### config.mk
export PLATFORM = sky130hd
export DESIGN_NAME = ufm_mirror_top
export DESIGN_NICKNAME = d
export VERILOG_FILES = /design/src/hdl/ufm_pkg.sv /design/src/hdl/ufm_dma_req.sv /design/src/hdl/ufm_mirror_top.sv /design/src/hdl/ufm_rx_trigger.sv
export SDC_FILE = /design/constraint.sdc
export NUM_CORES = 1
export LEC_CHECK = 0
export BUFFER_PORTS_ARGS = -buffer_cell sky130_fd_sc_hd__buf_2
export CAP_MARGIN = 25
export CORE_MARGIN = 3
export CORE_UTILIZATION = 30
export DETAILED_ROUTE_END_ITERATION = 7
export PLACE_DENSITY = 0.78
export SYNTH_ARGS = -nofsm -noshare
export SYNTH_HDL_FRONTEND = slang
export SYNTH_SLANG_ARGS = --single-unit
### constraint.sdc
create_clock -name pclk -period 2.2 [get_ports pclk]
set_input_delay 0.66 -clock pclk [delete_from_list [all_inputs] [get_ports pclk]]
set_output_delay 0.66 -clock pclk [all_outputs]
set_load 0.02 [all_outputs]
### src/hdl/ufm_pkg.sv
/*
 * Shared constants for the queue control mirror block: register byte
 * addresses, queue control field positions, trigger encodings, reset
 * values and interrupt bit layout.
 * Assumes a 32-bit APB register bus with byte addresses.
 */
package ufm_pkg;

  ////////////////////////////////////////////////////////////////////////////
  // Register byte addresses.
  localparam logic [31:0] UFM_ADDR_DMA_MODE = 32'h5000_1194;
  localparam logic [31:0] UFM_ADDR_Q_ENABLE = 32'h5000_1198;
  localparam logic [31:0] UFM_ADDR_RX_THR = 32'h5000_119C;
  localparam logic [31:0] UFM_ADDR_IRQ_STAT = 32'h5000_11B0;
  localparam logic [31:0] UFM_ADDR_IRQ_MASK = 32'h5000_11B4;
  localparam logic [31:0] UFM_ADDR_QCR_VIEW = 32'h5000_11B8;

  ////////////////////////////////////////////////////////////////////////////
  // Queue control register layout.
  localparam int UFM_QCR_W = 8;
  localparam int UFM_QCR_FE_BIT = 0;
  localparam int UFM_QCR_DMAM_BIT = 3;
  localparam int UFM_QCR_RT_LSB = 6;
  localparam int UFM_QCR_RT_MSB = 7;
  localparam logic [7:0] UFM_QCR_RESET = 8'h00;

  // Mirror register width and mirror field positions.
  localparam int UFM_REG_W = 16;
  localparam int UFM_MIR_BIT = 0;
  localparam int UFM_RT_W = 2;

  ////////////////////////////////////////////////////////////////////////////
  // Receive trigger encodings.
  localparam logic [1:0] UFM_TRIG_ONE = 2'h0;
  localparam logic [1:0] UFM_TRIG_QUARTER = 2'h1;
  localparam logic [1:0] UFM_TRIG_HALF = 2'h2;
  localparam logic [1:0] UFM_TRIG_TWO_LESS = 2'h3;

  ////////////////////////////////////////////////////////////////////////////
  // Interrupt status and mask layout.
  localparam int UFM_IRQ_W = 2;
  localparam int UFM_IRQ_RX_BIT = 0;
  localparam int UFM_IRQ_QRST_BIT = 1;
  localparam logic [1:0] UFM_IRQ_RESET = 2'h0;

  // DMA signalling modes.
  localparam logic UFM_DMA_MODE0 = 1'b0;
  localparam logic UFM_DMA_MODE1 = 1'b1;

endpackage

### src/hdl/ufm_dma_req.sv
/*
 * One DMA request generator: picks the mode zero or mode one condition
 * and drives an active-low request from a flip-flop.
 * Assumes both conditions come from logic on the same clock.
 */
`timescale 1ns/100ps
module ufm_dma_req (
  // Clock and reset
  input wire logic pclk,
  input wire logic presetn,
  // Conditions
  input wire logic mode,
  input wire logic cond_mode0,
  input wire logic cond_mode1,
  // Request
  output logic req_n_q
);

  logic req_n_d;

  assign req_n_d = (mode == ufm_pkg::UFM_DMA_MODE1) ? !cond_mode1
                                                    : !cond_mode0;

  always_ff @(posedge pclk or negedge presetn) begin
    if (!presetn) begin
      req_n_q <= 1'b1;
    end else begin
      req_n_q <= req_n_d;
    end
  end

endmodule

### src/hdl/ufm_mirror_top.sv
/*
 * Queue control mirror block for the second serial port: three APB
 * mirror registers that each update one field of the queue control
 * register, the queue enable and queue reset outputs, the receive data
 * available flag, both DMA request outputs and a masked interrupt.
 * Assumes queue fill levels come from logic on pclk, and that the APB
 * master follows the usual setup and access phases.
 */
// Our own choice: register access over APB.
//////////////////////////////////////////////////////////////////////////////
// Functional notes
// - DMA mirror write updates queue control bit 3.
// - DMA bit selects request signalling mode.
// - Mirror write changes only its own field.
// - Enable mirror write updates queue control bit 0.
// - Enable bit switches both queues together.
// - Enable falling resets both queue controllers.
// - Threshold mirror write updates bits 7 to 6.
// - Threshold field sets data available level while the enable bit is set.
// - In mode one, receive request follows the data available condition.
`timescale 1ns/100ps
module ufm_mirror_top #(
  parameter int DEPTH = 16,
  parameter int LW = $clog2(DEPTH) + 1
) (
  // Clock and reset
  input wire logic pclk,
  input wire logic presetn,
  // APB slave
  input wire logic psel,
  input wire logic penable,
  input wire logic pwrite,
  input wire logic [31:0] paddr,
  input wire logic [31:0] pwdata,
  output logic [31:0] prdata,
  output logic pready,
  output logic pslverr,
  // Queue fill levels
  input wire logic [LW-1:0] tx_level,
  input wire logic [LW-1:0] rx_level,
  // Queue control
  output logic [ufm_pkg::UFM_QCR_W-1:0] queue_control,
  output logic tx_queue_enable,
  output logic rx_queue_enable,
  output logic queue_reset,
  output logic rx_data_avail,
  // DMA requests
  output logic dma_tx_req_n,
  output logic dma_rx_req_n,
  // Interrupt
  output logic irq
);

  ////////////////////////////////////////////////////////////////////////////
  // Register state.

  logic [31:0] prdata_q;
  logic [31:0] prdata_d;
  logic pready_q;
  logic pslverr_q;
  logic pslverr_d;
  logic [ufm_pkg::UFM_QCR_W-1:0] qcr_q;
  logic [ufm_pkg::UFM_QCR_W-1:0] qcr_d;
  logic txen_q;
  logic rxen_q;
  logic qrst_q;
  logic qrst_d;
  logic rx_avail_q;
  logic rx_avail_d;
  logic [ufm_pkg::UFM_IRQ_W-1:0] stat_q;
  logic [ufm_pkg::UFM_IRQ_W-1:0] stat_d;
  logic [ufm_pkg::UFM_IRQ_W-1:0] mask_q;
  logic [ufm_pkg::UFM_IRQ_W-1:0] mask_d;
  logic irq_q;
  logic rx_hit_q;

  ////////////////////////////////////////////////////////////////////////////
  // APB decode.
  // The slave answers in the first access cycle: pready is raised by the
  // setup cycle, so every output stays a plain flip-flop.

  wire setup = psel && !penable;
  wire access = psel && penable && pready_q;
  wire wr_en = access && pwrite;
  wire sel_dmam = (paddr == ufm_pkg::UFM_ADDR_DMA_MODE);
  wire sel_fe = (paddr == ufm_pkg::UFM_ADDR_Q_ENABLE);
  wire sel_rt = (paddr == ufm_pkg::UFM_ADDR_RX_THR);
  wire sel_stat = (paddr == ufm_pkg::UFM_ADDR_IRQ_STAT);
  wire sel_mask = (paddr == ufm_pkg::UFM_ADDR_IRQ_MASK);
  wire sel_view = (paddr == ufm_pkg::UFM_ADDR_QCR_VIEW);
  wire mapped = sel_dmam || sel_fe || sel_rt || sel_stat || sel_mask ||
                sel_view;
  wire wr_dmam = wr_en && sel_dmam;
  wire wr_fe = wr_en && sel_fe;
  wire wr_rt = wr_en && sel_rt;
  wire wr_stat = wr_en && sel_stat;
  wire wr_mask = wr_en && sel_mask;

  // Current field values as seen by the mirrors.
  wire fe_now = qcr_q[ufm_pkg::UFM_QCR_FE_BIT];
  wire dmam_now = qcr_q[ufm_pkg::UFM_QCR_DMAM_BIT];
  wire [1:0] rt_now = qcr_q[ufm_pkg::UFM_QCR_RT_MSB:ufm_pkg::UFM_QCR_RT_LSB];
  wire fe_wdata = pwdata[ufm_pkg::UFM_MIR_BIT];

  // Read mux; reserved bits above each field read as zero.
  always_comb begin
    prdata_d = 32'h0000_0000;
    if (sel_dmam) begin
      prdata_d[ufm_pkg::UFM_MIR_BIT] = dmam_now;
    end else if (sel_fe) begin
      prdata_d[ufm_pkg::UFM_MIR_BIT] = fe_now;
    end else if (sel_rt) begin
      prdata_d[ufm_pkg::UFM_RT_W-1:0] = rt_now;
    end else if (sel_stat) begin
      prdata_d[ufm_pkg::UFM_IRQ_W-1:0] = stat_q;
    end else if (sel_mask) begin
      prdata_d[ufm_pkg::UFM_IRQ_W-1:0] = mask_q;
    end else if (sel_view) begin
      prdata_d[ufm_pkg::UFM_QCR_W-1:0] = qcr_q;
    end
  end

  assign pslverr_d = setup && !mapped;

  always_ff @(posedge pclk or negedge presetn) begin
    if (!presetn) begin
      prdata_q <= 32'h0000_0000;
      pready_q <= 1'b0;
      pslverr_q <= 1'b0;
    end else begin
      prdata_q <= setup && !pwrite ? prdata_d : 32'h0000_0000;
      pready_q <= setup;
      pslverr_q <= pslverr_d;
    end
  end

  ////////////////////////////////////////////////////////////////////////////
  // Queue control register, updated one field at a time.

  always_comb begin
    qcr_d = qcr_q;
    if (wr_dmam) begin
      qcr_d[ufm_pkg::UFM_QCR_DMAM_BIT] = pwdata[ufm_pkg::UFM_MIR_BIT];
    end
    if (wr_fe) begin
      qcr_d[ufm_pkg::UFM_QCR_FE_BIT] = fe_wdata;
    end
    if (wr_rt) begin
      qcr_d[ufm_pkg::UFM_QCR_RT_MSB:ufm_pkg::UFM_QCR_RT_LSB] =
        pwdata[ufm_pkg::UFM_RT_W-1:0];
    end
  end

  assign qrst_d = wr_fe && fe_now && !fe_wdata;

  always_ff @(posedge pclk or negedge presetn) begin
    if (!presetn) begin
      qcr_q <= ufm_pkg::UFM_QCR_RESET;
      qrst_q <= 1'b0;
    end else begin
      qcr_q <= qcr_d;
      qrst_q <= qrst_d;
    end
  end

  always_ff @(posedge pclk or negedge presetn) begin
    if (!presetn) begin
      txen_q <= 1'b0;
      rxen_q <= 1'b0;
    end else begin
      txen_q <= qcr_d[ufm_pkg::UFM_QCR_FE_BIT];
      rxen_q <= qcr_d[ufm_pkg::UFM_QCR_FE_BIT];
    end
  end

  ////////////////////////////////////////////////////////////////////////////
  // Receive trigger, data available flag and DMA requests.

  logic rx_hit;

  ufm_rx_trigger #(
    .DEPTH(DEPTH),
    .LW(LW)
  ) u_rx_trigger (
    .level(rx_level),
    .trig_sel(rt_now),
    .hit(rx_hit)
  );

  // data available at threshold
  // Without the queues the holding register holds one character, so any
  // nonzero level counts as available.
  assign rx_avail_d = fe_now ? rx_hit : (rx_level != '0);

  always_ff @(posedge pclk or negedge presetn) begin
    if (!presetn) begin
      rx_avail_q <= 1'b0;
      rx_hit_q <= 1'b0;
    end else begin
      rx_avail_q <= rx_avail_d;
      rx_hit_q <= rx_avail_d;
    end
  end

  wire tx_empty = (tx_level == '0);
  wire tx_space = (tx_level < LW'(DEPTH));
  wire rx_nonempty = (rx_level != '0);

  ufm_dma_req u_tx_req (
    .pclk(pclk),
    .presetn(presetn),
    .mode(dmam_now),
    .cond_mode0(tx_empty),
    .cond_mode1(tx_space),
    .req_n_q(dma_tx_req_n)
  );

  ufm_dma_req u_rx_req (
    .pclk(pclk),
    .presetn(presetn),
    .mode(dmam_now),
    .cond_mode0(rx_nonempty),
    .cond_mode1(rx_avail_d),
    .req_n_q(dma_rx_req_n)
  );

  ////////////////////////////////////////////////////////////////////////////
  // Interrupt status, mask and output.
  // A new event in the cycle of a write-one clear keeps its bit set.

  wire [ufm_pkg::UFM_IRQ_W-1:0] ev;
  wire [ufm_pkg::UFM_IRQ_W-1:0] clr;

  assign ev[ufm_pkg::UFM_IRQ_RX_BIT] = rx_avail_d && !rx_hit_q;
  assign ev[ufm_pkg::UFM_IRQ_QRST_BIT] = qrst_d;
  assign clr = wr_stat ? pwdata[ufm_pkg::UFM_IRQ_W-1:0] : '0;
  assign stat_d = (stat_q & ~clr) | ev;
  assign mask_d = wr_mask ? pwdata[ufm_pkg::UFM_IRQ_W-1:0] : mask_q;

  always_ff @(posedge pclk or negedge presetn) begin
    if (!presetn) begin
      stat_q <= ufm_pkg::UFM_IRQ_RESET;
      mask_q <= ufm_pkg::UFM_IRQ_RESET;
      irq_q <= 1'b0;
    end else begin
      stat_q <= stat_d;
      mask_q <= mask_d;
      irq_q <= |(stat_d & mask_d);
    end
  end

  ////////////////////////////////////////////////////////////////////////////
  // Outputs.

  assign prdata = prdata_q;
  assign pready = pready_q;
  assign pslverr = pslverr_q;
  assign queue_control = qcr_q;
  assign tx_queue_enable = txen_q;
  assign rx_queue_enable = rxen_q;
  assign queue_reset = qrst_q;
  assign rx_data_avail = rx_avail_q;
  assign irq = irq_q;
endmodule

### src/hdl/ufm_rx_trigger.sv
/*
 * Receive trigger comparator: turns the two-bit trigger select and the
 * receive queue fill level into a threshold-reached flag.
 * Assumes the level comes from logic on the same clock.
 */
`timescale 1ns/100ps
module ufm_rx_trigger #(
  parameter int DEPTH = 16,
  parameter int LW = $clog2(DEPTH) + 1
) (
  // Queue state
  input wire logic [LW-1:0] level,
  input wire logic [1:0] trig_sel,
  // Result
  output logic hit
);

  logic [LW-1:0] thr;

  always_comb begin
    case (trig_sel)
      ufm_pkg::UFM_TRIG_ONE: thr = LW'(1);
      ufm_pkg::UFM_TRIG_QUARTER: thr = LW'(DEPTH / 4);
      ufm_pkg::UFM_TRIG_HALF: thr = LW'(DEPTH / 2);
      ufm_pkg::UFM_TRIG_TWO_LESS: thr = LW'(DEPTH - 2);
      default: thr = LW'(1);
    endcase
  end

  assign hit = (level >= thr);

endmodule

# Yosys cells after proc, flatten, opt, wreduce, memory -nomap -nowiden
# Cells that the tools add are included.
# Widths: inputs -> output; s select.
[classes]
n_shift = 0
magnitude_cmp = 2
n_reduce_logical = 32
eq_ne = 9
add_sub_neg = 0
bitwise = 4
multipliers = 0
mux = 19
div = 0
[op_table]
columns = ["cell", "count"]
rows = [
  ["$eq 32x31->1 const B", 6],
  ["$pmux 5 s4", 1],
  ["$mux 6", 3],
  ["$mux 8", 2],
  ["$logic_and 1x1->1", 14],
  ["$mux 7", 2],
  ["$mux 2", 5],
  ["$logic_not 1->1", 9],
  ["$mux 1", 6],
  ["$ge 5x5->1", 1],
  ["$logic_not 5->1", 1],
  ["$logic_or 1x1->1", 5],
  ["$lt 5x5->1 const B", 1],
  ["$reduce_bool 5->1", 1],
  ["$and 2x2->2", 2],
  ["$eq 2x2->1 const B", 2],
  ["$eq 2x1->1 const B", 1],
  ["$logic_not 2->1", 1],
  ["$not 2->2", 1],
  ["$or 2x2->2", 1],
  ["$reduce_or 2->1", 1],
]
[word_totals]
latch_bits = 0
out_inout_bits = 49
ff_bits = 23
romBits = 0
input_bits = 79
ram_bits = 0
mem_count = 0

# Logic depth before layout (Yosys ltp)
[logic_depth]
word_depth = 10
mapped_depth = 7

# Hierarchy
# Synthesis repeated with hierarchy kept, for this count alone.
[unflattened]
cells_unflattened = 157
area_unflattened_um2 = 1436.4
[modules_own_cells]
columns = ["mod", "n_inst", "seq_area_each_um2", "cells_each", "area_each_um2"]
rows = [
  ["ufm_mirror_top", 1, 450.4, 138, 1251.2],
  ["ufm_rx_trigger", 1, 0.0, 15, 112.6],
  ["ufm_dma_req", 2, 26.3, 2, 36.3],
]

# Worst setup path after synthesis
# No wires, ideal clock.
[synth_path]
kind = "in2reg"
from = "input port paddr[25]"
to = "register irq_q (netlist: irq)"
t_arrival_ns = 2.588
cell_stages = 5
slack_ns = -0.509
required_ns = 2.079
path_cell_list = "or4_4 or4_4 nor4_4 mux2_2 a22o_1"
[synth_via]
elab_cells_between_ends = 15
cone_classes = "3 x eq/ne; 2 x mux; 4 x bitwise; 6 x reduce/logical"
[synth_rtl]
columns = ["item", "line_no", "rtl"]
rows = [
  ["start, declared", "ufm_mirror_top.sv:33", "input wire logic [31:0] paddr,"],
  ["$eq 32x31->1", "ufm_mirror_top.sv:89", "wire sel_mask = (paddr == ufm_pkg::UFM_ADDR_IRQ_MASK);"],
  ["$logic_and 1x1->1", "ufm_mirror_top.sv:97", "wire wr_mask = wr_en && sel_mask;"],
  ["$mux 2", "ufm_mirror_top.sv:238", "assign mask_d = wr_mask ? pwdata[ufm_pkg::UFM_IRQ_W-1:0] : mask_q;"],
  ["net mask_d (one bit)", "ufm_mirror_top.sv:73", "logic [ufm_pkg::UFM_IRQ_W-1:0] mask_d;"],
  ["$and 2x2->2", "ufm_mirror_top.sv:248", "irq_q <= |(stat_d & mask_d);"],
  ["$reduce_or 2->1", "ufm_mirror_top.sv:248", ""],
  ["end signal, assigned", "ufm_mirror_top.sv:248", ""],
  ["end, declared", "ufm_mirror_top.sv:74", "logic irq_q;"],
]
# The timed path passes the listed nets, and every way through them passes these cells.
# A chain may end at the register's enable or synchronous reset.

# Worst setup path in the final report
[layout_path]
from = "input port paddr[13]"
to = "register irq_q (netlist: irq)"
# The elaborated chain is that of the path after synthesis.

==> results.md <==
* CTS Root Cell: clkbuf_8
* Vias in the first global route at about 1.1k
* Pwr Total at 807.1 uW
* Reg power frac at 0.460
* Max IR drop VDD at 0.2021 mV
* Finished Core Util at 0.4186
* HP Class: primary input to async pin
* Seq. cell area at 503.0 um2
* DIE AREA at 0.005523 mm2
* WS Path Type: primary input to register
* # rows at 24
* Die H at 74.32 um
* # clock sinks at 20
* Flops & latches, synth at 20
* Via count at 1,241
* Largest net degree at the start of global routing at 21
* GRT Util Overall at 0.1132
* Hold Vio Cnt, Final at 0
* First-pass GRT wire length at roughly 5000 um
* Sequential area share after synthesis at 0.3592
* Status: finished with violations
* Clock Power Share at 0.352
* Leakage at between 0.001 and 0.0015 uW
* Min cycle time layout at about 2.5 ns
* WL/cell at 12.13 um
* Startpoint types: primary input
* Layout cell share with drive strength beyond 1 at 0.4732
* FILL cells at roughly 440
* Total wire length at 3347 um
* Worst path slowest cell: or4_4
* Worst-path cell chain: buf_6 > or4b_4 > or4_4 > nor4_4 > mux2_4 > a22o_1
* Synth cell types at between 40 and 50
* Crit end category: register
* Maximum clock frequency at between 300 and 400 MHz
* CTS clk-pin slew, worst paths at 0.07 ns
* Clock buffer depth at 2
* Antenna violations before repair at 0
* Unrepaired setup endpoints after global routing: yes
* CP max FO at 2
* Antenna-violating nets left at 0
* Fin crit share at 1.139
* Cell Area, Synth at approximately 0.0014 mm2
* Synth Instances at ~150
* Final WS setup at -0.3050 ns
* Core area at approximately 0.0044 mm2
* Fin Clk Skew at approximately 0.0016 ns
* N_diodes at 0
* Required @ worst endpoint at approximately 2.4 ns
* Hold_buf cts at 0
* DRC violations left at 0
* Area taken by multi-input logic gates at roughly 750 um2
* CTS tree: yes
* Area Overhead vs Synth at 32.89%
* CP max stage delay at approximately 0.57 ns
* H-tree Lvls at 1
* Initial Util at 0.3150
* Dpl hpwl at roughly 2700 um
* RePlAce Congestion at slightly above 0.8
* Switching Share at 0.2744
* Final setup fails at 8
* Mean post-synth cell area at just under 10 um2
* Violated checks: negative setup slack
* Initial drt markers at 82
* Die span in x at approximately 74 um
* PwrDens at about 430 mW/mm2
* Combinational share of power at 0.188
* Remaining global-route overflow at 0
* Yosys warning total at 0
* Nets at ~300
* Num CTS Buffers at 3
* Max-cap viol count at 0
* Drt pass-1 iters at 4
* Max-slew violation count at 0
* Skew-Pair Late Insertion Delay at between 0.2 and 0.3 ns
* I/O Buffers at 66
* Most frequent cells in the layout: buf_2, conb_1, dfrtp_1
* Worst Path Arrival at 2.66 ns
* Most common cell after layout, fill and taps aside: buf_2
* Vias/cell at approximately 4.5
* I/O pin total at about 130
* Switching power total at roughly 220 uW
* Internal at ~600 uW
==> final cells by class <==
| type | instances | area share |
|---|---|---|
| tap | 52 | 0.03497 |
| clock buffer | 4 | 0.02959 |
| sequential | 20 | 0.2703 |
| timing repair buffer | 81 | 0.2455 |
| multi-input combinational | 110 | 0.4015 |
| inverter | 9 | 0.01816 |
==> kinds of logic (layout without fill, tap and decap cells) <==
| logic type | after synthesis | count (layout) | synth area share |
|---|---|---|---|
| adders and majority gates | 4 | 4 | 0.03575 |
| and+or+nand+nor | 52 | 52 | 0.2511 |
| DFF | 20 | 20 | 0.3592 |
| buffers and inverters | 45 | 94 | 0.2172 |
| AOI/OAI and AO/OA | 15 | 15 | 0.07060 |
| muxes | 8 | 8 | 0.06345 |
| other | 1 | 31 | 0.002678 |
==> cells in the mapped netlist (all sizes together) <==
cell type,count,area share
nand4b,1,0.0063
and2b,1,0.0054
and3,2,0.0089
and3b,2,0.013
ha,4,0.036
conb,1,0.0027
a221o,1,0.0080
nand2,3,0.0080
nor3b,3,0.016
or2,1,0.0045
a31oi,1,0.0045
or4,2,0.016
nor2b,3,0.013
nand4,2,0.0089
a22o,1,0.0063
or4b,2,0.014
mux2,7,0.056
dfrtp,18,0.32
o21bai,1,0.0054
mux2i,1,0.0071
a21oi,5,0.018
nor2,6,0.016
o221ai,1,0.0063
a211oi,1,0.0054
nor4,7,0.042
a31o,1,0.0063
nor3,8,0.032
nor4b,1,0.0063
nand3,1,0.0036
nand3b,3,0.016
inv,9,0.024
buf,36,0.19
or3,1,0.0045
o21ai,3,0.011
nand2b,2,0.0089
dfstp,2,0.038
and4,1,0.0063
==> per-layer routing <==
metal  vias up  wire length (um)  GRT usage
li1        610                 -          -
met1       575              1277     0.1305
met2        51              1822     0.2165
met3         5               209    0.01216
met4         0                37    0.03557
met5         -                 0          0
==> per-stage QoR <==
| stage | hold slack, ns | cell area [um2] | TNS, ns | setup slack, ns | instances |
|---|---|---|---|---|---|
| after floorplan | 0.3644 | 1543 | -2.398 | -0.3856 | 175 |
| after global placement | 0.5082 | 1773 | -4.584 | -0.5650 | 271 |
| after detailed placement | 0.5121 | 1773 | -4.798 | -0.5757 | 271 |
| after CTS | 0.3437 | 1853 | -1.495 | -0.3000 | 276 |
| after global routing | 0.3663 | 1861 | -1.896 | -0.3292 | 276 |
| final | 0.3285 | 1861 | -1.224 | -0.3050 | 276 |
==> critical path, delay by kind of cell <==
kind,cells,cell delay (ns)
AO/OA/AOI/OAI,1,0.22
buffers and inverters,1,0.09
multiplexers,1,0.34
AND/OR/NAND/NOR,3,1.36
==> path summary, 6_finish.rpt <==
| kind | startpoint | to | slack, ns | cells past startpoint |
|---|---|---|---|---|
| max in group asynchronous | presetn | u_rx_req.req_n_q | 1.54 | 1 |
| max reg2reg | queue_control[7] | irq | 0.11 | 7 |
| max | paddr[13] | irq | -0.31 | 6 |
| min in group pclk | mask_q[1] | mask_q[1] | 0.54 | 1 |
| min reg2reg | mask_q[1] | mask_q[1] | 0.54 | 1 |
| min | presetn | prdata[6] | 0.33 | 1 |
==> timing repair <==
action | in CTS | in global routing
hold endpoints to repair | 0 | 0
gates resized for setup | 4 | 2
cloned | 0 | 0
pin swaps | 3 | 2
setup endpoints to repair | 9 | 12
buffers inserted | 1 | 0
==> registers in the layout, summed over array words and instances, names as in the netlist <==
register and count:
u_tx_req.req_n_q 1, queue_reset 1, pready 1, mask_q 2
rx_queue_enable 1, queue_control 3, u_rx_req.req_n_q 1, rx_hit_q 1
prdata 5, stat_q 2, pslverr 1, irq 1
==> power by group through the flow <==
stage / clock, uW / sequential [uW] / combinational, uW
4_1_cts: 292 / 371 / 151
3_3_place_gp: 0 / 379 / 145
2_1_floorplan: 0 / 383 / 121
3_5_place_dp: 0 / 379 / 149
5_1_grt: 301 / 372 / 167
6_report: 284 / 372 / 152
(Power assumes the default switching activity.)
